--- config.mk ---
export PLATFORM = sky130hd
export DESIGN_NAME = ioc_irq_output
export DESIGN_NICKNAME = d
export VERILOG_FILES = /design/src/ioc_pkg.sv /design/src/ioc_quiet_if.sv /design/src/ioc_irq_output.sv /design/src/ioc_quiet_timer.sv
export VERILOG_INCLUDE_DIRS = /design/src
export SDC_FILE = /design/constraint.sdc
export NUM_CORES = 1
export LEC_CHECK = 0
export ABC_AREA = 1
export BUFFER_PORTS_ARGS = -buffer_cell sky130_fd_sc_hd__clkbuf_2
export CAP_MARGIN = 20
export CORE_MARGIN = 5
export CORE_UTILIZATION = 45
export DETAILED_ROUTE_END_ITERATION = 8
export PLACE_DENSITY = 0.66
export SLEW_MARGIN = 5
export SYNTH_ARGS = -nofsm -noshare
export SYNTH_HDL_FRONTEND = slang
export SYNTH_SLANG_ARGS = --single-unit
export TNS_END_PERCENT = 20
--- constraint.sdc ---
create_clock -name CLK_SYS -period 6.65 [get_ports CLK_SYS]
set_input_delay 1.995 -clock CLK_SYS [delete_from_list [all_inputs] [get_ports CLK_SYS]]
set_output_delay 1.995 -clock CLK_SYS [all_outputs]
set_load 0.03 [all_outputs]
--- src/ioc_consts.svh ---
// Purpose: Offsets, field positions, reset values and timing counts of the interrupt output stage
// Assumes: 100 MHz system clock
// Notes: Included by the top module and the quiet interval timer
`ifndef IOC_CONSTS_SVH
`define IOC_CONSTS_SVH

// Register offsets
`define IOC_OFS_IDENTITY 8'h50
`define IOC_OFS_OUT_CFG 8'h54
`define IOC_OFS_FLAGS 8'h58
`define IOC_OFS_ENABLES 8'h5C

// Output configuration fields
`define IOC_CFG_LEN_HI 31
`define IOC_CFG_LEN_LO 24
`define IOC_CFG_RESTART 14
`define IOC_CFG_ACTIVE 13
`define IOC_CFG_REQUEST 12
`define IOC_CFG_PIN_EN 8
`define IOC_CFG_POLARITY 4
`define IOC_CFG_PUSH_PULL 0

// Wake event source position in the flags
`define IOC_WAKE_BIT 17

// Reset values
`define IOC_RST_WORD 32'h00000000
`define IOC_RST_LEN 8'h00

// Timing: quiet interval unit and clock period
`define IOC_QUIET_UNIT_NS 10000
`define IOC_CLK_PERIOD_NS 10
`define IOC_TICK_CYCLES (`IOC_QUIET_UNIT_NS / `IOC_CLK_PERIOD_NS)
`define IOC_TICK_LAST 10'(`IOC_TICK_CYCLES - 1)

`endif

--- src/ioc_pkg.sv ---
// Purpose: Types shared by the interrupt output stage modules
// Assumes: ioc_consts.svh holds the numbers
// Notes: State records for the top module and the quiet interval timer
package ioc_pkg;

	// Top module state
	typedef struct packed {
		logic [7:0] quiet_interval_length;
		logic pin_en;
		logic pin_polarity_select;
		logic push_pull;
		logic [31:0] interrupt_flags;
		logic [31:0] enables;
		logic delivered;
		logic irq_o;
		logic irq_oe;
		logic [31:0] rdata;
		logic rvalid;
	} ioc_top_state_t;

	// Quiet interval timer state
	typedef struct packed {
		logic active;
		logic [7:0] count;
		logic [9:0] div;
	} ioc_timer_state_t;

endpackage

--- src/ioc_quiet_if.sv ---
// Purpose: Carrier between the output stage and its quiet interval timer
// Assumes: One clock domain
// Notes: Strobes are one-cycle and combinational from the controller
`timescale 1ns/1ns
interface ioc_quiet_if;
	logic [7:0] length;
	logic restart;
	logic start;
	logic active;

	modport ctrl (output length, output restart, output start, input active);
	modport timer (input length, input restart, input start, output active);
endinterface

--- src/ioc_irq_output.sv ---
// Purpose: Interrupt output stage: flags, enables, quiet interval, pin drive and identity
// Assumes: Register strobes and source events are synchronous to CLK_SYS
// Notes: Read data are registered and valid one cycle after the read strobe
// Notes on behaviour
// Quiet interval length is bits 31:24 of output config, one count per 10 us.
// Writing zero length stops the interval, clears its counter, delivers pending interrupts.
// A new non-zero length governs every later interval.
// Wake event interrupt bypasses the quiet interval.
// Writing one to bit 14 clears the counter and starts a fresh interval.
// Bit 13 reads one during an interval; interrupts are then held off the pin.
// Read-only bit 12 shows the internal request line, ignoring pin enable and interval.
// Bit 8 zero holds the pin deasserted; internal flags are untouched.
// Bit 4 picks active high (one) or active low (zero) for push-pull.
// Bit 0 zero makes the pin open-drain active low; one makes it push-pull.
// Output config sits at 54h, 32 bits, resets to zero.
// Identity at 50h returns design code in 31:16, revision in 15:0.
// Polarity and buffer type survive soft reset; only system reset clears them.
// Host writes one to a flag at 58h to clear it; zeros leave flags alone.
// Each fall of the delivered pin starts a quiet interval holding off reassertion.
// Internal request is the OR of every flag ANDed with its enable.
`timescale 1ns/1ns
`include "ioc_consts.svh"
module ioc_irq_output
	import ioc_pkg::*;
#(
	parameter logic [15:0] DESIGN_CODE = 16'hA5C3, // Arbitrary value
	parameter logic [15:0] REVISION = 16'h0001 // Arbitrary value
) (
	input wire logic CLK_SYS,
	input wire logic RESET,
	input wire logic SOFT_RESET,
	input wire logic [7:0] REG_ADDR,
	input wire logic REG_WR,
	input wire logic REG_RD,
	input wire logic [31:0] REG_WDATA,
	input wire logic [31:0] SRC_EVENT,
	output logic [31:0] REG_RDATA,
	output logic REG_RVALID,
	output logic IRQ_O,
	output logic IRQ_OE
);
	ioc_top_state_t q;
	ioc_top_state_t next_q;
	ioc_quiet_if qi ();

	logic request;
	logic wake;
	logic wr_cfg;
	logic wr_flags;
	logic wr_en;

	// Register select for a given offset
	function automatic logic hit(input logic [7:0] addr, input logic [7:0] ofs);
		hit = (addr == ofs);
	endfunction

	// Pin level for a given assertion, buffer type and polarity
	function automatic logic pin_level(input logic asserted, input logic pp, input logic pol);
		pin_level = pp ? (asserted ~^ pol) : 1'b0;
	endfunction

	// Quiet interval timer
	ioc_quiet_timer u_timer (
		.clk(CLK_SYS),
		.reset(RESET),
		.soft_reset(SOFT_RESET),
		.qi(qi.timer)
	);

	// Write decode and request merge
	always_comb begin
		wr_cfg = REG_WR && hit(REG_ADDR, `IOC_OFS_OUT_CFG);
		wr_flags = REG_WR && hit(REG_ADDR, `IOC_OFS_FLAGS);
		wr_en = REG_WR && hit(REG_ADDR, `IOC_OFS_ENABLES);
		request = |(q.interrupt_flags & q.enables);
		wake = q.interrupt_flags[`IOC_WAKE_BIT] && q.enables[`IOC_WAKE_BIT];
	end

	// Controls toward the timer
	assign qi.length = q.quiet_interval_length;
	assign qi.restart = wr_cfg && REG_WDATA[`IOC_CFG_RESTART];
	assign qi.start = q.delivered && !next_q.delivered;

	// Next state of registers, delivery and pin
	always_comb begin
		next_q = q;
		next_q.rvalid = 1'b0;
		if (wr_cfg) begin
			next_q.quiet_interval_length = REG_WDATA[`IOC_CFG_LEN_HI:`IOC_CFG_LEN_LO];
			next_q.pin_en = REG_WDATA[`IOC_CFG_PIN_EN];
			next_q.pin_polarity_select = REG_WDATA[`IOC_CFG_POLARITY];
			next_q.push_pull = REG_WDATA[`IOC_CFG_PUSH_PULL];
		end
		if (wr_en) begin
			next_q.enables = REG_WDATA;
		end
		// New events win over a clear in the same cycle
		next_q.interrupt_flags = (q.interrupt_flags & ~(wr_flags ? REG_WDATA : 32'h00000000)) | SRC_EVENT;
		// Soft reset clears all but polarity and buffer type
		if (SOFT_RESET) begin
			next_q.quiet_interval_length = `IOC_RST_LEN;
			next_q.pin_en = 1'b0;
			next_q.interrupt_flags = `IOC_RST_WORD;
			next_q.enables = `IOC_RST_WORD;
		end
		// Delivery: held off in an interval except the wake event
		next_q.delivered = q.pin_en && (wake || (request && !qi.active));
		next_q.irq_o = pin_level(next_q.delivered, next_q.push_pull, next_q.pin_polarity_select);
		next_q.irq_oe = next_q.push_pull || next_q.delivered;
		// Registered read data; unmapped offsets read zero
		if (REG_RD) begin
			next_q.rvalid = 1'b1;
			next_q.rdata = 32'h00000000;
			if (hit(REG_ADDR, `IOC_OFS_IDENTITY)) begin
				next_q.rdata = {DESIGN_CODE, REVISION};
			end else if (hit(REG_ADDR, `IOC_OFS_OUT_CFG)) begin
				next_q.rdata[`IOC_CFG_LEN_HI:`IOC_CFG_LEN_LO] = q.quiet_interval_length;
				next_q.rdata[`IOC_CFG_ACTIVE] = qi.active;
				next_q.rdata[`IOC_CFG_REQUEST] = request;
				next_q.rdata[`IOC_CFG_PIN_EN] = q.pin_en;
				next_q.rdata[`IOC_CFG_POLARITY] = q.pin_polarity_select;
				next_q.rdata[`IOC_CFG_PUSH_PULL] = q.push_pull;
			end else if (hit(REG_ADDR, `IOC_OFS_FLAGS)) begin
				next_q.rdata = q.interrupt_flags;
			end else if (hit(REG_ADDR, `IOC_OFS_ENABLES)) begin
				next_q.rdata = q.enables;
			end
		end
	end

	// State register; system reset clears everything
	always_ff @(posedge CLK_SYS or posedge RESET) begin
		if (RESET) begin
			q <= '0;
		end else begin
			q <= next_q;
		end
	end

	// Outputs straight from flip-flops
	assign REG_RDATA = q.rdata;
	assign REG_RVALID = q.rvalid;
	assign IRQ_O = q.irq_o;
	assign IRQ_OE = q.irq_oe;
endmodule

--- src/ioc_quiet_timer.sv ---
// Purpose: Times the quiet interval in 10 us units
// Assumes: Length, restart and start arrive from the controller in the same clock domain
// Notes: Length is compared live, so a newly written length governs the next interval
`timescale 1ns/1ns
`include "ioc_consts.svh"
module ioc_quiet_timer
	import ioc_pkg::*;
(
	input wire logic clk,
	input wire logic reset,
	input wire logic soft_reset,
	ioc_quiet_if.timer qi
);
	ioc_timer_state_t q;
	ioc_timer_state_t next_q;

	// Next state of the interval counter and 10 us divider
	always_comb begin
		next_q = q;
		if (soft_reset || qi.length == `IOC_RST_LEN) begin
			next_q.active = 1'b0;
			next_q.count = 8'h00;
			next_q.div = 10'h000;
		end else if (qi.restart || qi.start) begin
			next_q.active = 1'b1;
			next_q.count = 8'h00;
			next_q.div = 10'h000;
		end else if (q.active) begin
			if (q.div == `IOC_TICK_LAST) begin
				next_q.div = 10'h000;
				if (q.count + 8'h01 >= qi.length) begin
					next_q.active = 1'b0;
					next_q.count = 8'h00;
				end else begin
					next_q.count = q.count + 8'h01;
				end
			end else begin
				next_q.div = q.div + 10'h001;
			end
		end
	end

	// State register
	always_ff @(posedge clk or posedge reset) begin
		if (reset) begin
			q <= '0;
		end else begin
			q <= next_q;
		end
	end

	assign qi.active = q.active;
endmodule

After elaboration in Yosys (flattened, before gate mapping)
Cells that the tools add are included.
Operators by class
  $add $sub $neg: 2
  magnitude comparators: 1
  equality and inequality tests: 5
  mux-type cells: 26
  bitwise logic cells: 5
  reduce and logical (&&, ||, !) cells: 21
Operators by type and width (count)
  $mux 32: 5
  $and 32x32->32: 2
  $mux 64: 1
  $mux 19: 3
  $eq 8x7->1 const B: 4
  $not 32->32: 1
  $or 32x32->32: 1
  $reduce_or 32->1: 1
  $mux 10: 2
  $mux 9: 2
  $mux 8: 2
  $mux 11: 1
  $add 10x1->10 const B: 1
  $eq 10x10->1 const B: 1
  $mux 3: 3
  $add 8x1->8 const B: 1
  $ge 8x8->1: 1
  $logic_and 1x1->1: 8
  $logic_not 8->1: 1
  $mux 1: 6
  $reduce_bool 3->1: 2
  $logic_or 1x1->1: 4
  $reduce_bool 2->1: 2
  $logic_not 1->1: 2
  3 further kinds: 3
Word-level totals
  register bits after elaboration: 130
  input port bits: 77

Logic depth before layout (Yosys ltp)
Gate-level depths: netlist of the first run.
  depth in word-level cells: 10
  gate-level depth with buffers: 13

Modules after synthesis
Synthesis of the first run repeated with hierarchy kept, for this count alone.
Unflattened totals
  cells, all modules: 846
  area, all modules: 6730.2 um2
By module, submodules not included
  ioc_irq_output: times used 1, cells an instance 658, area each 5340.1 um2, sequential area each 2777.7 um2
  ioc_quiet_timer: times used 1, cells an instance 188, area each 1390.1 um2, sequential area each 475.5 um2

Worst setup path after synthesis of the first run
Ideal clock, no wire load.
  kind: in2reg
  start: input REG_ADDR[1]
  end: register q, in the netlist REG_RDATA[10]
  library setup time: 121 ps
  arrival time: 3092 ps
  required time: 6529 ps
  setup slack: 3438 ps
  stages: 6
  cells stage by stage: or2_4 > nor4_4 > buf_4 > nor2_2 > buf_6 > a22o_1
Between the ends
  word-level cells in the longest chain between the ends: 5
  elaborated cells on any way between the ends: 8
RTL lines
  from (decl): line ioc_irq_output.sv:32  | input wire logic [7:0] REG_ADDR,
  $eq 8x7->1: line ioc_irq_output.sv:54  | hit = (addr == ofs);
  $mux 32: line ioc_irq_output.sv:125  | end else if (hit(REG_ADDR, `IOC_OFS_ENABLES)) begin
  $mux 32: line ioc_irq_output.sv:123  | end else if (hit(REG_ADDR, `IOC_OFS_FLAGS)) begin
  $mux 3: line ioc_irq_output.sv:116  | end else if (hit(REG_ADDR, `IOC_OFS_OUT_CFG)) begin
  $mux 32 (*): line ioc_irq_output.sv:114  | if (hit(REG_ADDR, `IOC_OFS_IDENTITY)) begin
  to (signal assigned): line ioc_irq_output.sv:136  | q <= next_q;
  to (decl): line ioc_irq_output.sv:42  | ioc_top_state_t q;
Every way passes the cells marked *; elsewhere a longest branch is shown, timed or not.
A chain may end at the register's enable or synchronous reset.

Worst setup path after layout of the first run
  start: input REG_ADDR[5]
  end: register q[53] (netlist name)
Between the ends
  word-level cells in the longest chain between the ends: 3
RTL lines
  $eq 8x7->1: line ioc_irq_output.sv:54
  $logic_and 1x1->1: line ioc_irq_output.sv:74  | wr_en = REG_WR && hit(REG_ADDR, `IOC_OFS_ENABLES);
  $reduce_bool 2->1 (no line)
Every way passes these cells.

==> out/results.ini, run 1 <==
[yosys]
synth-seq-cells=130
count_of_unique_library_cells_instantiated_by_yosys=38
synth-warning-count=0
postSynthNetCount=865
seq_area_frac_synth_pct=49.9
postSynthCellCount=778
avgSynthCellArea_sq_um=8.39
post_synth_design_cell_area_sq_um=6530

[routing]
route.detailed.vias_per_inst=5.22
ant_nets=0
drt-total-wl_um=17000
drtIter0Drc=469
route.detailed.wl_per_inst_um=16.2
highest_layer=met4
drt_first_pass_iters=5
detailroute.via_count=5479
detail_route.drc_violations=0
dr_wl_met2_um=7900
routed-wl-met3_um=1090
met1Wirelength_um=7740

[critical_path]
worst-endpoint-arrival_ns=4.50
rr_startpoint=u_timer.q[12]$_DFFE_PP0P_
endpoint_kind=flop
worstPathMaxFanout=23
worst-setup-path-type=in -> reg
cp-startpoint=REG_ADDR[5]
cp-start-kind=input pin
worst-endpoint-required_ns=6.96

[final_layout]
area_growth_pct=16.9
finalCoreUtilization_pct=53.1
design.final.nets=940
drive_gt1_share_pct=19.4
insertedDiodeCount=0

[floorplan]
num_io_pins=112
vert_die_dim_um=130
dieArea_sq_um=17000
placeable_core_region_sq_um=14400
start_util_pct=45.4
die_width_um=130
placement_rows=44

[sta]
period_utilization_pct=63.1
timing.fmax_mhz=238
final-max-slew-violation-count=0
timing.final.setup_violations=0
grt_setup_unrepaired=no
post_route_minimum_period_ns=4.20
fin_skew_ns=0.00766
max_slew_margin_pct=31.6
hold_violation_total_from_the_final_report=0
total_negative_setup_slacks_ns=0
tightestPinTransition_ns=1.02
holdWs_ns=0.481

[global_routing]
initial_antenna_violation_count=0
grt_start_max_net_pins=79
grt_pass1_wl_um=27800
grt_util_all_layers_pct=21.0
gr-total-overflow=0
vias_in_the_first_global_route=5427

[cts]
tritoncts.num_buffers=17
root_buffer=clkbuf_16
clock_tree.htree_level_count=4
post-cts-setup-buffer-count=0
postCtsHoldBufs=0
clock_tree_sinks=130
clock_tree_from_tritoncts=built
postCtsResizedCells=0
path_clk_slew_ns=0.06
cts-root-to-sink-buffers=2
clkLatencyLatePin_ns=0.42

[placement]
detailed_placement_wirelength_estimate_um=11800
place.gp.congestion=0.841
place.port_buffers=111

[job]
cap_violations=0

[power]
ir_worst_vdd_v=0.000162
cellLeakagePower_nw=3.81
cellPowerDensity_nw_per_um2=259

[status]
status=completed

[min_path]
timing.hold.worst.class=reg -> reg
start_point_of_the_worst_min_delay_path=REG_RDATA[2]$_DFFE_PP0P_

synthesized netlist by cell type (all sizes together):
library cell	number	share of area (%)
inv	101	5.8
a22o	7	0.94
a22oi	8	0.92
clkinv	2	0.12
a31oi	5	0.48
xnor2	3	0.40
a21oi	47	3.6
or2	2	0.23
xor2	6	0.81
nand3	27	2.3
o31ai	1	0.12
nor4	3	0.52
clkbuf	14	0.81
a221oi	8	1.1
nand3b	5	0.58
ha	10	1.9
nand4	12	1.3
o22ai	30	2.9
nand2	177	10
o21a	1	0.12
nor2	53	3.2
nor3	5	0.38
dfrtp	130	50
buf	46	5.2
o21ai	75	5.9
path summary, 6_finish.rpt:
path | slack, ns | end | cells after the start
min in group asynchronous | 1.46 | q[91]$_DFF_PP0_ | 2
min reg2reg | 0.48 | REG_RDATA[2]$_DFFE_PP0P_ | 2
max in group asynchronous | 3.88 | q[45]$_DFFE_PP0P_ | 4
min | 0.48 | REG_RDATA[2]$_DFFE_PP0P_ | 2
max | 2.45 | q[53]$_DFFE_PP0P_ | 7
max reg2reg | 4.28 | u_timer.q[11]$_DFFE_PP0P_ | 11
logic make-up after synthesis:
kind of cell,after synthesis,share of synthesized area (%)
AND/OR/NAND/NOR,284,19.0
AO/OA/AOI/OAI,182,16.1
buffers and inverters,163,12.0
flip-flops,130,49.9
adder cells (fa/ha/maj),10,1.92
XOR/XNOR,9,1.21
cells in the final DEF, fill, tap and decap left out, types with 10 or more instances in the layout:
cell type    n
nand3_1     24
inv_1       98
nor2_1      51
clkbuf_2   111
a21oi_1     47
nand4_1     10
nand2_1    172
clkbuf_16   17
o22ai_1     30
ha_1        10
dfrtp_1    130
o21ai_0     72
report_power, final:
| part | internal [mW] | leakage, nW | switching (mW) | total (mW) |
|---|---|---|---|---|
| clock | 0.675 | 0.315 | 0.337 | 1.01 |
| sequential | 0.815 | 1.73 | 0.0188 | 0.834 |
| combinational | 0.0424 | 1.76 | 0.0858 | 0.128 |
per-layer routing:
metal,up-vias,track usage (%)
li1,2686,-
met1,2587,29.4
met2,183,32.5
met3,23,5.12
met4,0,6.84
met5,-,0
critical path, cell delays in order:
cell and delay, ns:
clkbuf_2 0.08, nor2_1 0.09, nand3_1 0.13, inv_1 0.15
nand4_1 0.60, nand3b_1 1.02, o21ai_0 0.43
flip-flops by register name (all words and copies together), names as in the netlist:
signal	flops
IRQ_O	1
u_timer.qi.active	1
qi.length	8
REG_RVALID	1
REG_RDATA	32
IRQ_OE	1
q	68
u_timer.q	18
stage by stage:
| step | std cells | cell area (sq um) | setup slack (ns) | power [mW] |
|---|---|---|---|---|
| after floorplan | 778 | 6530 | 1.19 | 0.924 |
| after detailed placement | 1017 | 6950 | 1.97 | 0.976 |
| after CTS | 1049 | 7600 | 2.43 | 1.99 |
| final | 1050 | 7620 | 2.45 | 1.97 |
| after global placement | 1017 | 6950 | 2.03 | 0.974 |
| after global routing | 1050 | 7620 | 2.11 | 2.04 |
final cells by class:
type                       instances  area, sq um
clock buffer                      23          498
clock inverter                     9          150
fill                            1347         6740
inverter                         103          389
multi-input combinational        485         2490
sequential                       130         3250
tap                              184          230
timing repair buffer             116          613
Power figures use the tool's default switching activity.
==> inputs of run 2 (changes only) <==
- PLACE_DENSITY: 0.66 -> 0.69
- clock period: 6.65 -> 3.7 ns (I/O delays scaled with it)
==> run 2 against run 1 <==
Against the previous run:
- die area unchanged
- non-clock buffer count rose by 9
- first-iteration DRC count up 27%
- critical endpoint is now q[60]$_DFFE_PP0P_
- via count grew 1.9%
==> out/results.ini, run 2 (synthesis results as in run 1) <==
[final_layout]
design.final.nets=949  ; +0.96%
fill_cells=1348  ; +0.074%
finalCoreUtilization_pct=53.6  ; +0.50 points
largest_register_ff_count=68  ; unchanged
multi_input_comb_area_sq_um=2490  ; unchanged
largest_register=q
sequential_cell_area_sq_um=3250  ; unchanged
most-common-layout-cells=172 x nand2_1, 130 x dfrtp_1, 111 x clkbuf_2
insertedDiodeCount=0  ; unchanged
area_growth_pct=17.9
final_cell_area_sq_um=7700  ; +0.94%
most_common_cell_after_layout_fill_and_taps_aside=nand2_1
drive_gt1_share_pct=20.3  ; +0.94 points

[sta]
final.setup.worst_slack_ns=1.24  ; -1.21 ns
total_negative_setup_slacks_ns=0  ; unchanged
fin_skew_ns=0.00635  ; -0.00131 ns
timing.fmax_mhz=406
period_utilization_pct=66.5
post_route_minimum_period_ns=2.46
tightestPinTransition_ns=0.922  ; -0.101 ns
final-max-slew-violation-count=0  ; unchanged
grt_setup_unrepaired=no
hold_violation_total_from_the_final_report=0  ; unchanged
max_slew_margin_pct=38.4  ; +6.8 points
timing.final.setup_violations=0  ; unchanged

[placement]
place.gp.congestion=0.817  ; -2.8%
dp_slack_ns=0.821  ; -1.15 ns
detailed_placement_wirelength_estimate_um=12300  ; +4.5%
placed_cell_area_sq_um=7040  ; +1.3%
place.port_buffers=111  ; unchanged

[critical_path]
worst-endpoint-arrival_ns=2.78  ; -1.72 ns
reg2reg_depth=11  ; unchanged
worst-endpoint-required_ns=4.02  ; -2.94 ns
cp_num_buf_inv=4  ; +2
crit_family=buffers and inverters
worstPathMaxFanout=23  ; unchanged
rr_startpoint=u_timer.q[10]$_DFFE_PP0P_
critical-path-slowest-cell=inv_2
endpoint_kind=flop
reg2reg_setup_slack_ns=1.29  ; -2.99 ns
cp-startpoint=REG_ADDR[5]
worst_path_most_repeated_cell=inv_2
crit_chain=clkbuf_2, nor2_1, nand3_1, inv_1, nand4_2, inv_2, nand2_2, nand2_4, inv_2, o21ai_0
critical-path-max-stage-delay_ns=0.27  ; -0.75 ns
timing.rr.end=u_timer.q[16]$_DFFE_PP0P_
worst-setup-path-type=in -> reg
cp-start-kind=input pin

[routing]
drtIter0Drc=596  ; +27%
drt-total-wl_um=17500  ; +2.6%
route.detailed.wl_per_inst_um=16.5  ; +1.7%
detail_route.drc_violations=0  ; unchanged
route.detailed.vias_per_inst=5.27  ; +1.1%
drt_first_pass_iters=5  ; unchanged
ant_nets=0  ; unchanged
detailroute.via_count=5584  ; +1.9%

[floorplan]
dieArea_sq_um=17000  ; unchanged
num_io_pins=112  ; unchanged
die_width_um=130  ; unchanged
vert_die_dim_um=130  ; unchanged
placement_rows=44  ; unchanged
placeable_core_region_sq_um=14400  ; unchanged
start_util_pct=45.4  ; unchanged

[global_routing]
grt_start_max_net_pins=43  ; -46%
grt_pass1_wl_um=28200  ; +1.6%
initial_antenna_violation_count=0  ; unchanged
vias_in_the_first_global_route=5537  ; +2.0%
grt_util_all_layers_pct=21.5  ; +0.46 points
gr-total-overflow=0  ; unchanged

[cts]
cts-root-to-sink-buffers=2  ; unchanged
postCtsHoldBufs=0  ; unchanged
path_clk_slew_ns=0.06  ; about the same
clock_tree.htree_level_count=4  ; unchanged
root_buffer=clkbuf_16
postCtsResizedCells=0  ; unchanged
post-cts-setup-buffer-count=0  ; unchanged
tritoncts.num_buffers=17  ; unchanged
clock_tree_from_tritoncts=built
clkLatencyLatePin_ns=0.42  ; about the same
clock_tree_sinks=130  ; unchanged

[status]
status=completed

[min_path]
min_delay_endpoint=REG_RDATA[18]$_DFFE_PP0P_
start_point_of_the_worst_min_delay_path=REG_RDATA[18]$_DFFE_PP0P_
timing.hold.worst.class=reg -> reg
worst_hold_path.num_cells=2  ; unchanged

[job]
cap_violations=0  ; unchanged

[power]
cellLeakagePower_nw=3.85  ; +0.97%
ir_worst_vdd_v=0.000337  ; +110%
cellPowerDensity_nw_per_um2=468  ; +81%

run 2: cell count changes in the layout (fill, tap and decap cells not counted), sizes merged:
cell,before,now
buf,5,14
clkbuf,134,130
clkinvlp,2,4
bufinv,4,5
inv,101,102
run 2: per-stage QoR:
stage                     hold WS (ns)  std cells  power (mW)
after global routing             0.502       1059        3.73
after floorplan                  0.450        778        1.66
final                            0.479       1059        3.60
after global placement           0.466       1027        1.76
after detailed placement         0.465       1027        1.76
after CTS                        0.481       1059        3.63
run 2: report_power, final:
part | switching (mW) | internal, mW
Combinational | 0.159 | 0.0785
Sequential | 0.0337 | 1.47
Clock | 0.636 | 1.23
Total | 0.828 | 2.77
run 2: worst reg2reg max path, stage by stage (launching register included):
cell      delay, ns
dfrtp_1        0.41
nand3_1        0.12
nand3b_1       0.20
nand3b_1       0.19
xnor2_1        0.22
ha_1           0.29
a21oi_1        0.16
o21a_1         0.14
nand3_1        0.18
nor2_4         0.23
a22oi_1        0.09
nor2_1         0.11
run 2: cell type report:
cell class	count	share of cell area, %
Tap cell	184	2.99
Multi-Input combinational cell	485	32.4
Timing Repair Buffer	125	8.75
Inverter	103	5.07
Clock inverter	13	2.67
Sequential cell	130	42.3
Clock buffer	19	5.89
run 2: routing by layer:
metal / global-route usage, % / wire length [um]
met1: 29.4 / 7870
met4: 6.17 / 259
met3: 5.53 / 1080
met5: 0 / 0
met2: 34.1 / 8270
run 2: how the worst max path moves through the flow:
stage / to / slack [ns] / depth (start not counted)
after CTS: q[60]$_DFFE_PP0P_ / 1.25 / 10
after global placement: q[44]$_DFFE_PP0P_ / 0.87 / 11
final: q[60]$_DFFE_PP0P_ / 1.24 / 10
after floorplan: IRQ_O$_DFF_PP0_ / 0.98 / 1
after detailed placement: q[60]$_DFFE_PP0P_ / 0.82 / 11
after global routing: q[60]$_DFFE_PP0P_ / 1.02 / 11
